--- src/hw/pcl_pkg.sv ---
// ****************************************************************
// constants for the parallel configuration load sequencer
// ****************************************************************
package pcl_pkg;

  // ****************************************************************
  // clock and timing figures
  // ****************************************************************
  localparam int CLK_PERIOD_NS = 4;
  localparam int POR_FAST_MS = 4;
  localparam int POR_STD_MS = 100;
  localparam int REQ_TO_LOW_NS = 600;
  localparam int STATUS_MIN_US = 268;
  localparam int STATUS_MAX_US = 1506;
  localparam int INIT_MIN_US = 175;
  localparam int INIT_MAX_US = 437;
  localparam int UINIT_EDGES = 8576;
  // least times round up, longest times round down
  localparam int POR_FAST_CYC = (POR_FAST_MS * 1000000 + CLK_PERIOD_NS - 1) / CLK_PERIOD_NS;
  localparam int POR_STD_CYC = (POR_STD_MS * 1000000 + CLK_PERIOD_NS - 1) / CLK_PERIOD_NS;
  localparam int REQ_TO_LOW_CYC = REQ_TO_LOW_NS / CLK_PERIOD_NS;
  localparam int STATUS_MIN_CYC = (STATUS_MIN_US * 1000 + CLK_PERIOD_NS - 1) / CLK_PERIOD_NS;
  localparam int STATUS_MAX_CYC = (STATUS_MAX_US * 1000) / CLK_PERIOD_NS;
  localparam int INIT_MIN_CYC = (INIT_MIN_US * 1000 + CLK_PERIOD_NS - 1) / CLK_PERIOD_NS;
  localparam int INIT_MAX_CYC = (INIT_MAX_US * 1000) / CLK_PERIOD_NS;
  localparam int TMR_W = 32;

  // ****************************************************************
  // register map and fields
  // ****************************************************************
  localparam int ADDR_W = 4;
  localparam logic [3:0] REG_CTRL = 4'h0;
  localparam logic [3:0] REG_LEN = 4'h4;
  localparam logic [3:0] REG_STAT = 4'h8;
  localparam logic [3:0] REG_COUNT = 4'hC;
  localparam int CTRL_W16_BIT = 0;
  localparam int CTRL_ENC_BIT = 1;
  localparam int CTRL_CMP_BIT = 2;
  localparam int CTRL_UCLK_BIT = 3;
  localparam logic [3:0] CTRL_RESET = 4'h0;
  localparam logic [31:0] LEN_RESET = 32'h0000_0001;
  localparam int STAT_STATE_LSB = 0;
  localparam int STAT_RATIO_LSB = 4;
  localparam int STAT_DONE_BIT = 8;
  localparam int STAT_USER_BIT = 9;
  localparam int STAT_FAST_BIT = 10;
  localparam int SEL_FAST_BIT = 0;
  localparam logic [2:0] RATIO_1 = 3'h1;
  localparam logic [2:0] RATIO_2 = 3'h2;
  localparam logic [2:0] RATIO_4 = 3'h4;

  typedef enum logic [2:0] {
    ST_POR = 3'b000,
    ST_RESET = 3'b001,
    ST_RELEASE = 3'b010,
    ST_LOAD = 3'b011,
    ST_RUNOUT = 3'b100,
    ST_INIT = 3'b101,
    ST_USER = 3'b110
  } pcl_state_t;

endpackage

--- src/hw/pcl_load_seq.sv ---
`timescale 1ns/1ps
`default_nettype none
module pcl_load_seq
  import pcl_pkg::*;
#(
  parameter int unsigned POR_FAST_CYCLES = POR_FAST_CYC,
  parameter int unsigned POR_STD_CYCLES = POR_STD_CYC,
  parameter int unsigned STATUS_MIN_CYCLES = STATUS_MIN_CYC,
  parameter int unsigned INIT_MIN_CYCLES = INIT_MIN_CYC,
  parameter int unsigned UINIT_CYCLES = UINIT_EDGES
) (
  input wire logic sys_clk, // system clock, 250 MHz
  input wire logic srst, // synchronous reset, active high
  input wire logic config_request_n, // request pin, low restarts loading
  input wire logic config_clock, // configuration clock pin
  input wire logic [15:0] config_data, // parallel data pins
  input wire logic [1:0] scheme_select_pins, // strap pins
  input wire logic user_init_clock, // optional initialization clock pin
  input wire logic config_status_n_in, // status pin level
  output logic config_status_n_out, // status pin drive value
  output logic config_status_n_oe_n, // status pin enable, low drives
  output logic config_complete, // completion line
  output logic user_mode, // device has entered user mode
  output logic [15:0] cfg_word, // captured data item
  output logic cfg_word_valid, // one-cycle strobe per data item
  input wire logic [ADDR_W-1:0] reg_addr, // register byte address
  input wire logic [31:0] reg_wdata, // register write data
  input wire logic reg_wr, // write strobe
  input wire logic reg_rd, // read strobe
  output logic [31:0] reg_rdata // read data, cycle after strobe
);

  // ****************************************************************
  // pin synchronisers
  // ****************************************************************
  logic req_s;
  logic clk_s;
  logic uclk_s;
  logic status_s;
  logic [15:0] data_s;
  logic [1:0] sel_s;

  pcl_sync #(.WIDTH(1), .RESET_VAL(1'b1)) u_sync_req (
    .sys_clk(sys_clk), .srst(srst), .async_in(config_request_n), .sync_out(req_s));
  pcl_sync #(.WIDTH(1), .RESET_VAL(1'b0)) u_sync_clk (
    .sys_clk(sys_clk), .srst(srst), .async_in(config_clock), .sync_out(clk_s));
  pcl_sync #(.WIDTH(1), .RESET_VAL(1'b0)) u_sync_uclk (
    .sys_clk(sys_clk), .srst(srst), .async_in(user_init_clock), .sync_out(uclk_s));
  pcl_sync #(.WIDTH(1), .RESET_VAL(1'b0)) u_sync_stat (
    .sys_clk(sys_clk), .srst(srst), .async_in(config_status_n_in), .sync_out(status_s));
  pcl_sync #(.WIDTH(16), .RESET_VAL(16'h0000)) u_sync_data (
    .sys_clk(sys_clk), .srst(srst), .async_in(config_data), .sync_out(data_s));
  pcl_sync #(.WIDTH(2), .RESET_VAL(2'h0)) u_sync_sel (
    .sys_clk(sys_clk), .srst(srst), .async_in(scheme_select_pins), .sync_out(sel_s));

  // ****************************************************************
  // state
  // ****************************************************************
  pcl_state_t state_reg, state_next;
  logic clk_d_reg, clk_d_next;
  logic uclk_d_reg, uclk_d_next;
  logic [15:0] data_d_reg, data_d_next;
  logic [1:0] arm_reg, arm_next;
  logic por_fast_reg, por_fast_next;
  logic [3:0] ctrl_reg, ctrl_next;
  logic [31:0] len_reg, len_next;
  logic [31:0] word_cnt_reg, word_cnt_next;
  logic [2:0] phase_reg, phase_next;
  logic [2:0] ratio_reg, ratio_next;
  logic status_oe_n_next;
  logic complete_next;
  logic user_next;
  logic [15:0] word_next;
  logic valid_next;
  logic [31:0] rdata_next;
  logic [2:0] ratio_sel;
  logic [2:0] phase_inc;
  logic clk_rise;
  logic uclk_rise;
  logic tmr_load;
  logic [TMR_W-1:0] tmr_val;
  logic tmr_en;
  logic tmr_done;

  pcl_timer u_timer (
    .sys_clk(sys_clk), .srst(srst), .load(tmr_load), .load_val(tmr_val), .en(tmr_en), .done(tmr_done));

  // edges of the sampled clocks; data one stage older still sits before the edge
  assign clk_rise = clk_s & ~clk_d_reg;
  assign uclk_rise = uclk_s & ~uclk_d_reg;
  assign phase_inc = phase_reg + 3'h1;

  // ratio chosen from bus width, encryption and compression
  always_comb begin
    if (ctrl_reg[CTRL_W16_BIT]) begin
      if (ctrl_reg[CTRL_CMP_BIT]) begin
        ratio_sel = RATIO_4;
      end else if (ctrl_reg[CTRL_ENC_BIT]) begin
        ratio_sel = RATIO_2;
      end else begin
        ratio_sel = RATIO_1;
      end
    end else begin
      ratio_sel = ctrl_reg[CTRL_CMP_BIT] ? RATIO_2 : RATIO_1;
    end
  end

  // ****************************************************************
  // sequencer next state
  // ****************************************************************
  always_comb begin
    state_next = state_reg;
    arm_next = arm_reg;
    por_fast_next = por_fast_reg;
    word_cnt_next = word_cnt_reg;
    phase_next = phase_reg;
    ratio_next = ratio_reg;
    word_next = cfg_word;
    valid_next = 1'b0;
    tmr_load = 1'b0;
    tmr_val = '0;
    tmr_en = 1'b1;
    case (state_reg)
      ST_POR: begin
        // reload while the strap settles, then let the delay run
        if (arm_reg != 2'h3) begin
          arm_next = arm_reg + 2'h1;
          por_fast_next = sel_s[SEL_FAST_BIT];
          tmr_load = 1'b1;
          tmr_val = sel_s[SEL_FAST_BIT] ? TMR_W'(POR_FAST_CYCLES) : TMR_W'(POR_STD_CYCLES);
        end else if (tmr_done) begin
          state_next = ST_RESET;
          tmr_load = 1'b1;
          tmr_val = TMR_W'(STATUS_MIN_CYCLES);
        end
      end
      ST_RESET: begin
        // release once the request is back high and the least low time is over
        if (req_s && tmr_done) begin
          state_next = ST_RELEASE;
        end
      end
      ST_RELEASE: begin
        // an outside agent may still hold the status line low
        if (status_s) begin
          state_next = ST_LOAD;
          word_cnt_next = '0;
          phase_next = '0;
          ratio_next = ratio_sel;
        end
      end
      ST_LOAD: begin
        if (clk_rise) begin
          phase_next = (phase_inc == ratio_reg) ? 3'h0 : phase_inc;
          if (phase_reg == 3'h0) begin
            word_next = ctrl_reg[CTRL_W16_BIT] ? data_d_reg : {8'h00, data_d_reg[7:0]};
            valid_next = 1'b1;
            word_cnt_next = word_cnt_reg + 32'h1;
            if (word_cnt_reg + 32'h1 >= len_reg) begin
              if (ratio_reg == RATIO_1) begin
                state_next = ST_INIT;
                tmr_load = 1'b1;
                tmr_val = ctrl_reg[CTRL_UCLK_BIT] ? TMR_W'(UINIT_CYCLES) : TMR_W'(INIT_MIN_CYCLES);
              end else begin
                state_next = ST_RUNOUT;
              end
            end
          end
        end
      end
      ST_RUNOUT: begin
        // the remaining edges finish decryption and decompression
        if (clk_rise) begin
          phase_next = phase_inc;
          if (phase_inc == ratio_reg) begin
            state_next = ST_INIT;
            phase_next = '0;
            tmr_load = 1'b1;
            tmr_val = ctrl_reg[CTRL_UCLK_BIT] ? TMR_W'(UINIT_CYCLES) : TMR_W'(INIT_MIN_CYCLES);
          end
        end
      end
      ST_INIT: begin
        // user clock counts its own edges, otherwise the timer counts cycles
        tmr_en = ctrl_reg[CTRL_UCLK_BIT] ? uclk_rise : 1'b1;
        if (tmr_done) begin
          state_next = ST_USER;
        end
      end
      ST_USER: begin
        state_next = ST_USER;
      end
      default: begin
        state_next = ST_POR;
      end
    endcase
    // a request low restarts from any phase after power-on
    if (!req_s && state_reg != ST_POR && state_reg != ST_RESET) begin
      state_next = ST_RESET;
      tmr_load = 1'b1;
      tmr_val = TMR_W'(STATUS_MIN_CYCLES);
    end
    if (srst) begin
      state_next = ST_POR;
      arm_next = 2'h0;
      por_fast_next = 1'b0;
      word_cnt_next = '0;
      phase_next = '0;
      ratio_next = RATIO_1;
      word_next = '0;
      valid_next = 1'b0;
    end
  end

  // pin outputs follow the next state so they move with it
  always_comb begin
    status_oe_n_next = ~(state_next == ST_POR || state_next == ST_RESET);
    complete_next = (state_next == ST_INIT || state_next == ST_USER);
    user_next = (state_next == ST_USER);
    clk_d_next = srst ? 1'b0 : clk_s;
    uclk_d_next = srst ? 1'b0 : uclk_s;
    data_d_next = srst ? 16'h0000 : data_s;
  end

  // ****************************************************************
  // register port
  // ****************************************************************
  always_comb begin
    ctrl_next = ctrl_reg;
    len_next = len_reg;
    rdata_next = 32'h0000_0000;
    if (reg_wr && reg_addr == REG_CTRL) begin
      ctrl_next = reg_wdata[3:0];
    end
    if (reg_wr && reg_addr == REG_LEN) begin
      len_next = reg_wdata;
    end
    if (reg_rd) begin
      case (reg_addr)
        REG_CTRL: rdata_next = {28'h0, ctrl_reg};
        REG_LEN: rdata_next = len_reg;
        REG_STAT: begin
          rdata_next[STAT_STATE_LSB +: 3] = state_reg;
          rdata_next[STAT_RATIO_LSB +: 3] = ratio_reg;
          rdata_next[STAT_DONE_BIT] = config_complete;
          rdata_next[STAT_USER_BIT] = user_mode;
          rdata_next[STAT_FAST_BIT] = por_fast_reg;
        end
        REG_COUNT: rdata_next = word_cnt_reg;
        default: rdata_next = 32'h0000_0000;
      endcase
    end
    if (srst) begin
      ctrl_next = CTRL_RESET;
      len_next = LEN_RESET;
      rdata_next = 32'h0000_0000;
    end
  end

  always_ff @(posedge sys_clk) begin
    state_reg <= state_next;
    arm_reg <= arm_next;
    por_fast_reg <= por_fast_next;
    word_cnt_reg <= word_cnt_next;
    phase_reg <= phase_next;
    ratio_reg <= ratio_next;
    cfg_word <= word_next;
    cfg_word_valid <= valid_next;
    config_status_n_oe_n <= status_oe_n_next;
    config_status_n_out <= 1'b0;
    config_complete <= complete_next;
    user_mode <= user_next;
    clk_d_reg <= clk_d_next;
    uclk_d_reg <= uclk_d_next;
    data_d_reg <= data_d_next;
    ctrl_reg <= ctrl_next;
    len_reg <= len_next;
    reg_rdata <= rdata_next;
  end

  // ****************************************************************
  // checks
  // ****************************************************************
  logic [31:0] low_cnt_reg;
  logic [31:0] rel_cnt_reg;
  logic [31:0] init_cnt_reg;
  logic [31:0] uedge_cnt_reg;
  logic [31:0] por_cnt_reg;

  // counters seen only by the checks below
  always_ff @(posedge sys_clk) begin
    if (srst) begin
      low_cnt_reg <= '0;
      rel_cnt_reg <= '0;
      init_cnt_reg <= '0;
      uedge_cnt_reg <= '0;
      por_cnt_reg <= '0;
    end else begin
      low_cnt_reg <= config_status_n_oe_n ? 32'h0 : low_cnt_reg + 32'h1;
      rel_cnt_reg <= (state_reg == ST_RESET && req_s) ? rel_cnt_reg + 32'h1 : 32'h0;
      init_cnt_reg <= (config_complete && !user_mode) ? init_cnt_reg + 32'h1 : 32'h0;
      uedge_cnt_reg <= (state_reg != ST_INIT) ? 32'h0 : uedge_cnt_reg + {31'h0, uclk_rise};
      por_cnt_reg <= (state_reg == ST_POR) ? por_cnt_reg + 32'h1 : por_cnt_reg;
    end
  end
endmodule // pcl_load_seq
`default_nettype wire

--- src/hw/pcl_sync.sv ---
`timescale 1ns/1ps
`default_nettype none
// ****************************************************************
// two-flop synchroniser for pins from outside the clock domain
// ****************************************************************
module pcl_sync #(
  parameter int WIDTH = 1,
  parameter logic [WIDTH-1:0] RESET_VAL = '0
) (
  input wire logic sys_clk, // system clock
  input wire logic srst, // synchronous reset
  input wire logic [WIDTH-1:0] async_in, // raw pin level
  output logic [WIDTH-1:0] sync_out // level safe to read
);
  logic [WIDTH-1:0] stage_reg;
  logic [WIDTH-1:0] stage_next;
  logic [WIDTH-1:0] sync_next;

  // first stage feeds only the second stage
  always_comb begin
    stage_next = srst ? RESET_VAL : async_in;
    sync_next = srst ? RESET_VAL : stage_reg;
  end

  always_ff @(posedge sys_clk) begin
    stage_reg <= stage_next;
    sync_out <= sync_next;
  end
endmodule // pcl_sync
`default_nettype wire

--- src/hw/pcl_timer.sv ---
`timescale 1ns/1ps
`default_nettype none
// ****************************************************************
// down counter shared by all phase timers
// ****************************************************************
module pcl_timer
  import pcl_pkg::*;
(
  input wire logic sys_clk, // system clock
  input wire logic srst, // synchronous reset
  input wire logic load, // load a new count
  input wire logic [TMR_W-1:0] load_val, // count to load
  input wire logic en, // decrement enable
  output logic done // count has reached zero
);
  logic [TMR_W-1:0] count_reg;
  logic [TMR_W-1:0] count_next;

  // load wins over the decrement so a restart is never missed
  always_comb begin
    count_next = count_reg;
    if (srst) begin
      count_next = '0;
    end else if (load) begin
      count_next = load_val;
    end else if (en && count_reg != '0) begin
      count_next = count_reg - TMR_W'(1);
    end
  end

  always_ff @(posedge sys_clk) begin
    count_reg <= count_next;
  end

  assign done = (count_reg == '0);
endmodule // pcl_timer
`default_nettype wire

--- config.mk ---
export PLATFORM = sky130hd
export DESIGN_NAME = pcl_load_seq
export DESIGN_NICKNAME = d
export VERILOG_FILES = /design/src/hw/pcl_pkg.sv /design/src/hw/pcl_load_seq.sv /design/src/hw/pcl_sync.sv /design/src/hw/pcl_timer.sv
export SDC_FILE = /design/constraint.sdc
export NUM_CORES = 1
export LEC_CHECK = 0
export ABC_AREA = 1
export BUFFER_PORTS_ARGS = -buffer_cell sky130_fd_sc_hd__clkbuf_2
export CAP_MARGIN = 30
export CELL_PAD_IN_SITES_DETAIL_PLACEMENT = 0
export CELL_PAD_IN_SITES_GLOBAL_PLACEMENT = 1
export CORE_ASPECT_RATIO = 0.9
export CORE_MARGIN = 4
export CORE_UTILIZATION = 40
export CTS_CLUSTER_DIAMETER = 60
export DETAILED_ROUTE_END_ITERATION = 10
export GPL_TIMING_DRIVEN = 1
export PLACE_DENSITY_LB_ADDON = 0.1
export SYNTH_ARGS = -nofsm -noshare
export SYNTH_HDL_FRONTEND = slang
export SYNTH_SLANG_ARGS = --single-unit
--- constraint.sdc ---
create_clock -name sys_clk -period 4.8 [get_ports sys_clk]
set_input_delay 0.96 -clock sys_clk [delete_from_list [all_inputs] [get_ports sys_clk]]
set_output_delay 0.96 -clock sys_clk [all_outputs]
set_load 0.01 [all_outputs]
; ---- Yosys cells after proc, flatten, opt, wreduce, memory -nomap -nowiden
; Cells that the tools add are included.
[totals]
out_inout_bits = 53
inputBits = 62
reg_bits = 224
word_cells = 150
[op_classes]
addsub = 4
n_mux = 60
n_reduce_logical = 27
bitwise = 8
n_lt_le_gt_ge = 1
eq_ne = 20
[op_table]
columns = cell, count
row1 = two-way mux 32 bit, 6
row2 = two-way mux 16 bit, 8
row3 = one-hot mux 25 bit (3 select lines), 1
row4 = one-hot mux 32 bit (2 select lines), 1
row5 = two-way mux 3 bit, 17
row6 = two-way mux 25 bit, 2
row7 = one-hot mux 21 bit (2 select lines), 1
row8 = adder 32 x 1 -> 32 bit (second input constant), 1
row9 = greater-or-equal comparator 32 bit, 1
row10 = logical NOT 32 bit, 1
row11 = nonzero test 32 bit, 1
row12 = subtractor 32 x 1 -> 32 bit (second input constant), 1
row13 = one-hot mux 3 bit (7 select lines), 1
row14 = one-hot mux 3 bit (3 select lines), 2
row15 = two-way mux 17 bit, 1
row16 = equality test 3 bit (second input constant), 5
row17 = two-way mux 1 bit, 13
row18 = one-hot mux 3 bit (4 select lines), 1
row19 = equality test 3 x 1 -> 1 bit (second input constant), 3
row20 = logical NOT 3 bit, 3
row21 = equality test 4 bit (second input constant), 2
row22 = equality test 3 x 2 -> 1 bit (second input constant), 2
row23 = logical AND 1 bit, 6
row24 = inequality test 2 bit (second input constant), 3
row25 = 22 further kinds, 37

; ---- Longest topological paths before layout
[depth]
depth_word = 11
mapped_depth = 28
mapped_depth_nobuf = 27

; ---- Modules after synthesis
; From an unflattened synthesis, not the netlist that was laid out.
[hier_totals]
hier_cells = 1536
hier_area_um2 = 10865.4
[by_module_without_submodules]
columns = mod, n_inst, seq_area_each_um2, cells_per_inst, area_per_inst_um2
row1 = pcl_load_seq, 1, 3002.9, 997, 7181.9
row2 = pcl_timer, 1, 640.6, 403, 2434.8
row3 = pcl_sync at u_sync_data, 1, 640.6, 99, 914.6
row4 = pcl_sync at u_sync_clk ..., 3, 40.0, 6, 55.1
row5 = pcl_sync at u_sync_sel, 1, 80.1, 12, 110.1
row6 = pcl_sync at u_sync_req, 1, 40.0, 7, 58.8

; ---- Least setup slack after synthesis
; OpenSTA, ideal clock, no wires.
[synth_path]
kind = register -> register
startpoint = register word_cnt_reg[0]
endpoint = register u_timer.count_reg[21]
arrival_time_ns = 3.215
n_path_buf = 1
setup_ns = 0.116
required_ns = 4.684
slack_ns = 1.469
synth_period_minus_slack_ns = 3.331
path_stages_with_launch = 27
cell_sequence = dfxtp_1 > ha_1 > nand2_1 > nor2_2 > nand4_2 > nor2_2 > nand3_2 > nor3_2 > nand2_1 > nor2_1 > xor2_1 > inv_1 > ha_1 > nand2_1 > nor2_1 > nand2_1 > a21oi_1 > nor2_1 > nand2_1 > nand3_1 > nand2_1 > nand2_2 > nand3_1 > buf_2 > nor2_1 > nor2_1 > nor2_1
[synth_between]
elab_chain_len = 8
word_cells_on_any_way = 9
classes_between = add/sub: 1 / order compare: 1 / mux: 6 / reduce/logical: 1
[synth_lines]
columns = item, line_no
row1 = "start, declared", pcl_load_seq.sv:67  ; logic [31:0] word_cnt_reg, word_cnt_next;
row2 = "start signal, assigned", pcl_load_seq.sv:264  ; word_cnt_reg <= word_cnt_next;
row3 = adder 32 x 1 -> 32 bit (*), pcl_load_seq.sv:159  ; if (word_cnt_reg + 32'h1 >= len_reg) begin
row4 = greater-or-equal comparator 32 bit (*), pcl_load_seq.sv:159
row5 = two-way mux 1 bit (*), pcl_load_seq.sv:159
row6 = two-way mux 1 bit (*), pcl_load_seq.sv:155  ; if (phase_reg == 3'h0) begin
row7 = two-way mux 1 bit (*), pcl_load_seq.sv:153  ; if (clk_rise) begin
row8 = one-hot mux 1 bit (3 select lines) (*), pcl_load_seq.sv:123  ; case (state_reg)
row9 = two-way mux 1 bit (*), pcl_load_seq.sv:198  ; if (!req_s && state_reg != ST_POR && state_reg != ST_RESET) begin
row10 = two-way mux 32 bit / nonzero test 2 bit (equally long branches), --
row11 = "end signal, assigned", pcl_timer.sv:32  ; count_reg <= count_next;
row12 = "end, declared", pcl_timer.sv:16  ; logic [TMR_W-1:0] count_reg;
; Every way passes the cells marked *; elsewhere a longest branch is shown, timed or not.
; A chain may end at the register's enable or synchronous reset.

; ---- Worst setup path after layout
[layout_path]
startpoint = register word_cnt_reg[0]
endpoint = register u_timer.count_reg[2]
[layout_between]
elab_chain_len = 8
word_cells_on_any_way = 14
classes_between = add/sub: 1 / order compare: 1 / mux: 11 / reduce/logical: 1
[layout_lines]
columns = item, line_no
row1 = adder 32 x 1 -> 32 bit (*), pcl_load_seq.sv:159
row2 = greater-or-equal comparator 32 bit (*), pcl_load_seq.sv:159
row3 = two-way mux 16 bit / two-way mux 1 bit (equally long branches), pcl_load_seq.sv:159
row4 = two-way mux 16 bit / two-way mux 1 bit (equally long branches), pcl_load_seq.sv:155
row5 = two-way mux 16 bit / two-way mux 1 bit (equally long branches), pcl_load_seq.sv:153
row6 = one-hot mux 25 bit (3 select lines) / one-hot mux 1 bit (3 select lines) (equally long branches), pcl_load_seq.sv:123
row7 = two-way mux 32 bit / two-way mux 1 bit (equally long branches), pcl_load_seq.sv:198
row8 = two-way mux 32 bit / nonzero test 2 bit (equally long branches), --
; Marked as above.

==> results.md <==
* Status: completed
* Worst Tran Pin Value at between 0.8 and 0.9 ns
* DRT Pass-1 Iters at 6
* Final HPWL DP at a little under 20 mm
* Synth Flop Type: dfxtp_1
* R2R Path Start: word_cnt_reg[0]$_SDFFE_PP0P_
* # DRC at 0
* Worst Hold Class: reg -> reg
* Die area at just under 30,000 um2
* Unique cell type count in the Yosys netlist at 48
* GRT Util Overall at 18.4%
* Logic pwr share at between 7 and 8%
* Sink Count at approximately 220
* RSZ-0062 raised after global routing: no
* Number of global-route vias before repair at approximately 8,800
* Setup CP Type: reg -> reg
* Crit path from: word_cnt_reg[0]$_SDFFE_PP0P_
* Async set or reset register ratio after synthesis at 0%
* Fmax at approximately 230 MHz
* Maximum vdd drop at between 200 and 250 uV
* Area delta synth->final at 17.6%
* Clock skew at between 0.01 and 0.015 ns
* Final nets at roughly 1,700
* Final Wtd Congestion at around 0.81
* Clk pin slew, worst setup/hold paths at 0.06 ns
* Synth Net Count at 1,560
* Row cnt at 55
* Die Ht at around 160 um
* CP Data Required Time at approximately 5.2 ns
* Net load switching power at about 1.0 mW
* Non-Filler Instances at 1,924
* Worst setup EP type: register
* Max clock buf depth at 3
* Hold buffers post-CTS at 0
* Share of cells above drive strength 1 at a little over an eighth
* Grt ovf at 0
* Max-cap viol count at 0
* Post-layout util at 48.4%
* Sequential-to-total area share from yosys stat at between 40% and 50%
* Post-Syn Area at 10,500 um2
* Clock network power share at 46.5%
* Clk_lat worst skew at between 0.5 and 0.6 ns
* Min Tclk post-route at between 4 and 5 ns
* Largest net degree at the start of global routing at 60
* Die Wd at between 150 and 200 um
* Antenna violations before repair at 0
* CTS Buf Count at 25
* Antenna cells at 0
* Initial DRC Count at 396
* WL/cell at around 14 um
* Seq pwr share at 45.7%
* Critical Path Start Type: register
* Setup TNS at 0 ns
* Fin. Hold Viols at 0
* Sw frac at between 20% and 30%
* Port Buf Inserts at 112
* Placed cell count at between 1,500 and 2,000
* Post-Route WL at 26.9 mm
* WHS at between 0.3 and 0.4 ns
* Syn Area/Cell at 7.17 um2
* Final setup violation count at 0
* First-pass GRT wire length at around 44 mm
* Number of flops mapped to enable cells by yosys at 0
* Leakage Power at between 5 and 6 nW
* Routed Antenna Nets at 0
* Total power draw at 4.24 mW
* Ports at ~120
* Worst Hold Launch: u_sync_uclk.stage_reg$_SDFF_PP0_
* CTS tree: built
* Fin crit share at 89.4%
* Starting Density at between 40% and 50%
* Vias per cell at 4.72
* Vias at ~9,000
* Root buf cell: clkbuf_16
* Max-slew headroom at 43.0%
* CP Max Fanout at 10
* Pwr Density at 344 nW/um2
* Final max-slew violation count at 0
* #FFs+latches synth at 224
* CP arrival at 4.70 ns
* CTS H-tree depth at 1
* Syn Inst Count at roughly 1,500
* Power Internal at 3.22 mW
* Synthesis warning total at 0
* Core ar. at ~25,000 um2
-- per-layer routing --
metal | track usage [%] | part of all wire, %
met1 | 24.7 | 49
met5 | 0 | 0
met2 | 32.0 | 46
met4 | 3.52 | 1.6
met3 | 2.53 | 3.3
-- stage by stage --
stage	setup WS (ns)	cell area, um2
detailed placement	0.299	11400
global placement	0.389	11400
floorplan	1.47	10500
finish	0.511	12300
CTS	0.278	12300
global route	0.0299	12300
-- cell usage in the layout (no fill, tap or decap), types with 4 or more instances in the layout --
master | netlist | routed
ha_1 | 38 | 38
nor4_1 | 9 | 9
nand4_1 | 31 | 31
a21oi_1 | 135 | 135
nor3_1 | 18 | 17
buf_4 | 3 | 18
or2_2 | 8 | 8
inv_2 | 6 | 6
xnor2_1 | 19 | 19
xor2_1 | 34 | 34
nand2_2 | 3 | 4
clkbuf_8 | 0 | 5
clkbuf_16 | 0 | 25
nor2_2 | 5 | 5
and3_1 | 4 | 4
nand3_1 | 42 | 42
o21ai_0 | 69 | 69
inv_1 | 206 | 206
o22ai_1 | 5 | 5
dfxtp_1 | 224 | 224
clkbuf_2 | 0 | 111
clkbuf_1 | 37 | 7
nor2_1 | 216 | 215
nand2_1 | 280 | 279
o21ai_1 | 10 | 10
-- critical path, stage by stage, from the launching register on --
cell and delay [ns]:
dfxtp_1 0.40, ha_1 0.22, nand2_1 0.08, nor2_2 0.18, nand4_2 0.12, nor2_2 0.17, nand3_2 0.12, nor3_2 0.15
nand2_1 0.11, nor2_1 0.25, nand2_1 0.11, xor2_1 0.22, ha_1 0.27, nand2_1 0.07, o21ai_0 0.09, nand2_1 0.08
nand3_1 0.09, nor2_1 0.11, nand2_1 0.16, nand3_1 0.12, nand2_1 0.11, nand2_2 0.19, nand4_4 0.25, buf_4 0.29
o21ai_0 0.15, nor2_1 0.06
-- power groups by stage --
stage / combinational [mW] / sequential [mW] / clock, mW
3_3_place_gp: 0.330 / 1.98 / 0
3_5_place_dp: 0.332 / 1.98 / 0
5_1_grt: 0.380 / 1.94 / 2.10
2_1_floorplan: 0.234 / 1.97 / 0
4_1_cts: 0.335 / 1.94 / 2.02
6_report: 0.332 / 1.94 / 1.97
-- synth_stat cells (4+ instances only) --
cell        n  area, um2
nand2_1   280       1050
dfxtp_1   224       4480
nor2_1    216        811
inv_1     206        773
a21oi_1   135        676
o21ai_0    69        345
nand3_1    42        210
ha_1       38        475
clkbuf_1   37        139
xor2_1     34        298
nand4_1    31        194
xnor2_1    19        166
nor3_1     18       90.1
buf_2      12       60.1
o21ai_1    10       50.1
nor4_1      9       56.3
or2_2       8       50.1
inv_2       6       22.5
nor2_2      5       31.3
o22ai_1     5       31.3
and3_1      4       25.0
-- logic make-up after synthesis --
group / count (synthesis) / synth area share (%)
and+or+nand+nor: 632 / 25.8
buffers and inverters: 272 / 10.1
AOI/OAI and AO/OA: 240 / 12.2
DFF: 224 / 42.8
xor gates and xnor gates: 53 / 4.43
adders and majority gates: 38 / 4.54
other: 1 / 0.0358
-- cell type report --
class / instances / area (um2)
clock inverters: 9 / 134
repair buffers: 133 / 769
clock buffers: 37 / 721
well taps: 342 / 428
inverters: 215 / 810
multi-input cells: 964 / 4970
flip-flops and latches: 224 / 4480
fillers: 2686 / 13200
-- path summary, 6_finish.rpt --
kind | end | slack, ns | cells after the start
worst max-delay path | u_timer.count_reg[2]$_SDFFE_PP0P_ | 0.51 | 25
worst min register to register | u_sync_uclk.sync_out$_SDFF_PP0_ | 0.39 | 2
worst min-delay path | u_sync_uclk.sync_out$_SDFF_PP0_ | 0.39 | 2
worst max register to register | u_timer.count_reg[2]$_SDFFE_PP0P_ | 0.51 | 25
-- timing repair --
item	in CTS	in global routing
gates resized for setup	0	3
endpoints found under the setup margin	0	29
hold endpoints to repair	0	0
buffers inserted	0	0
(Power assumes the default switching activity.)
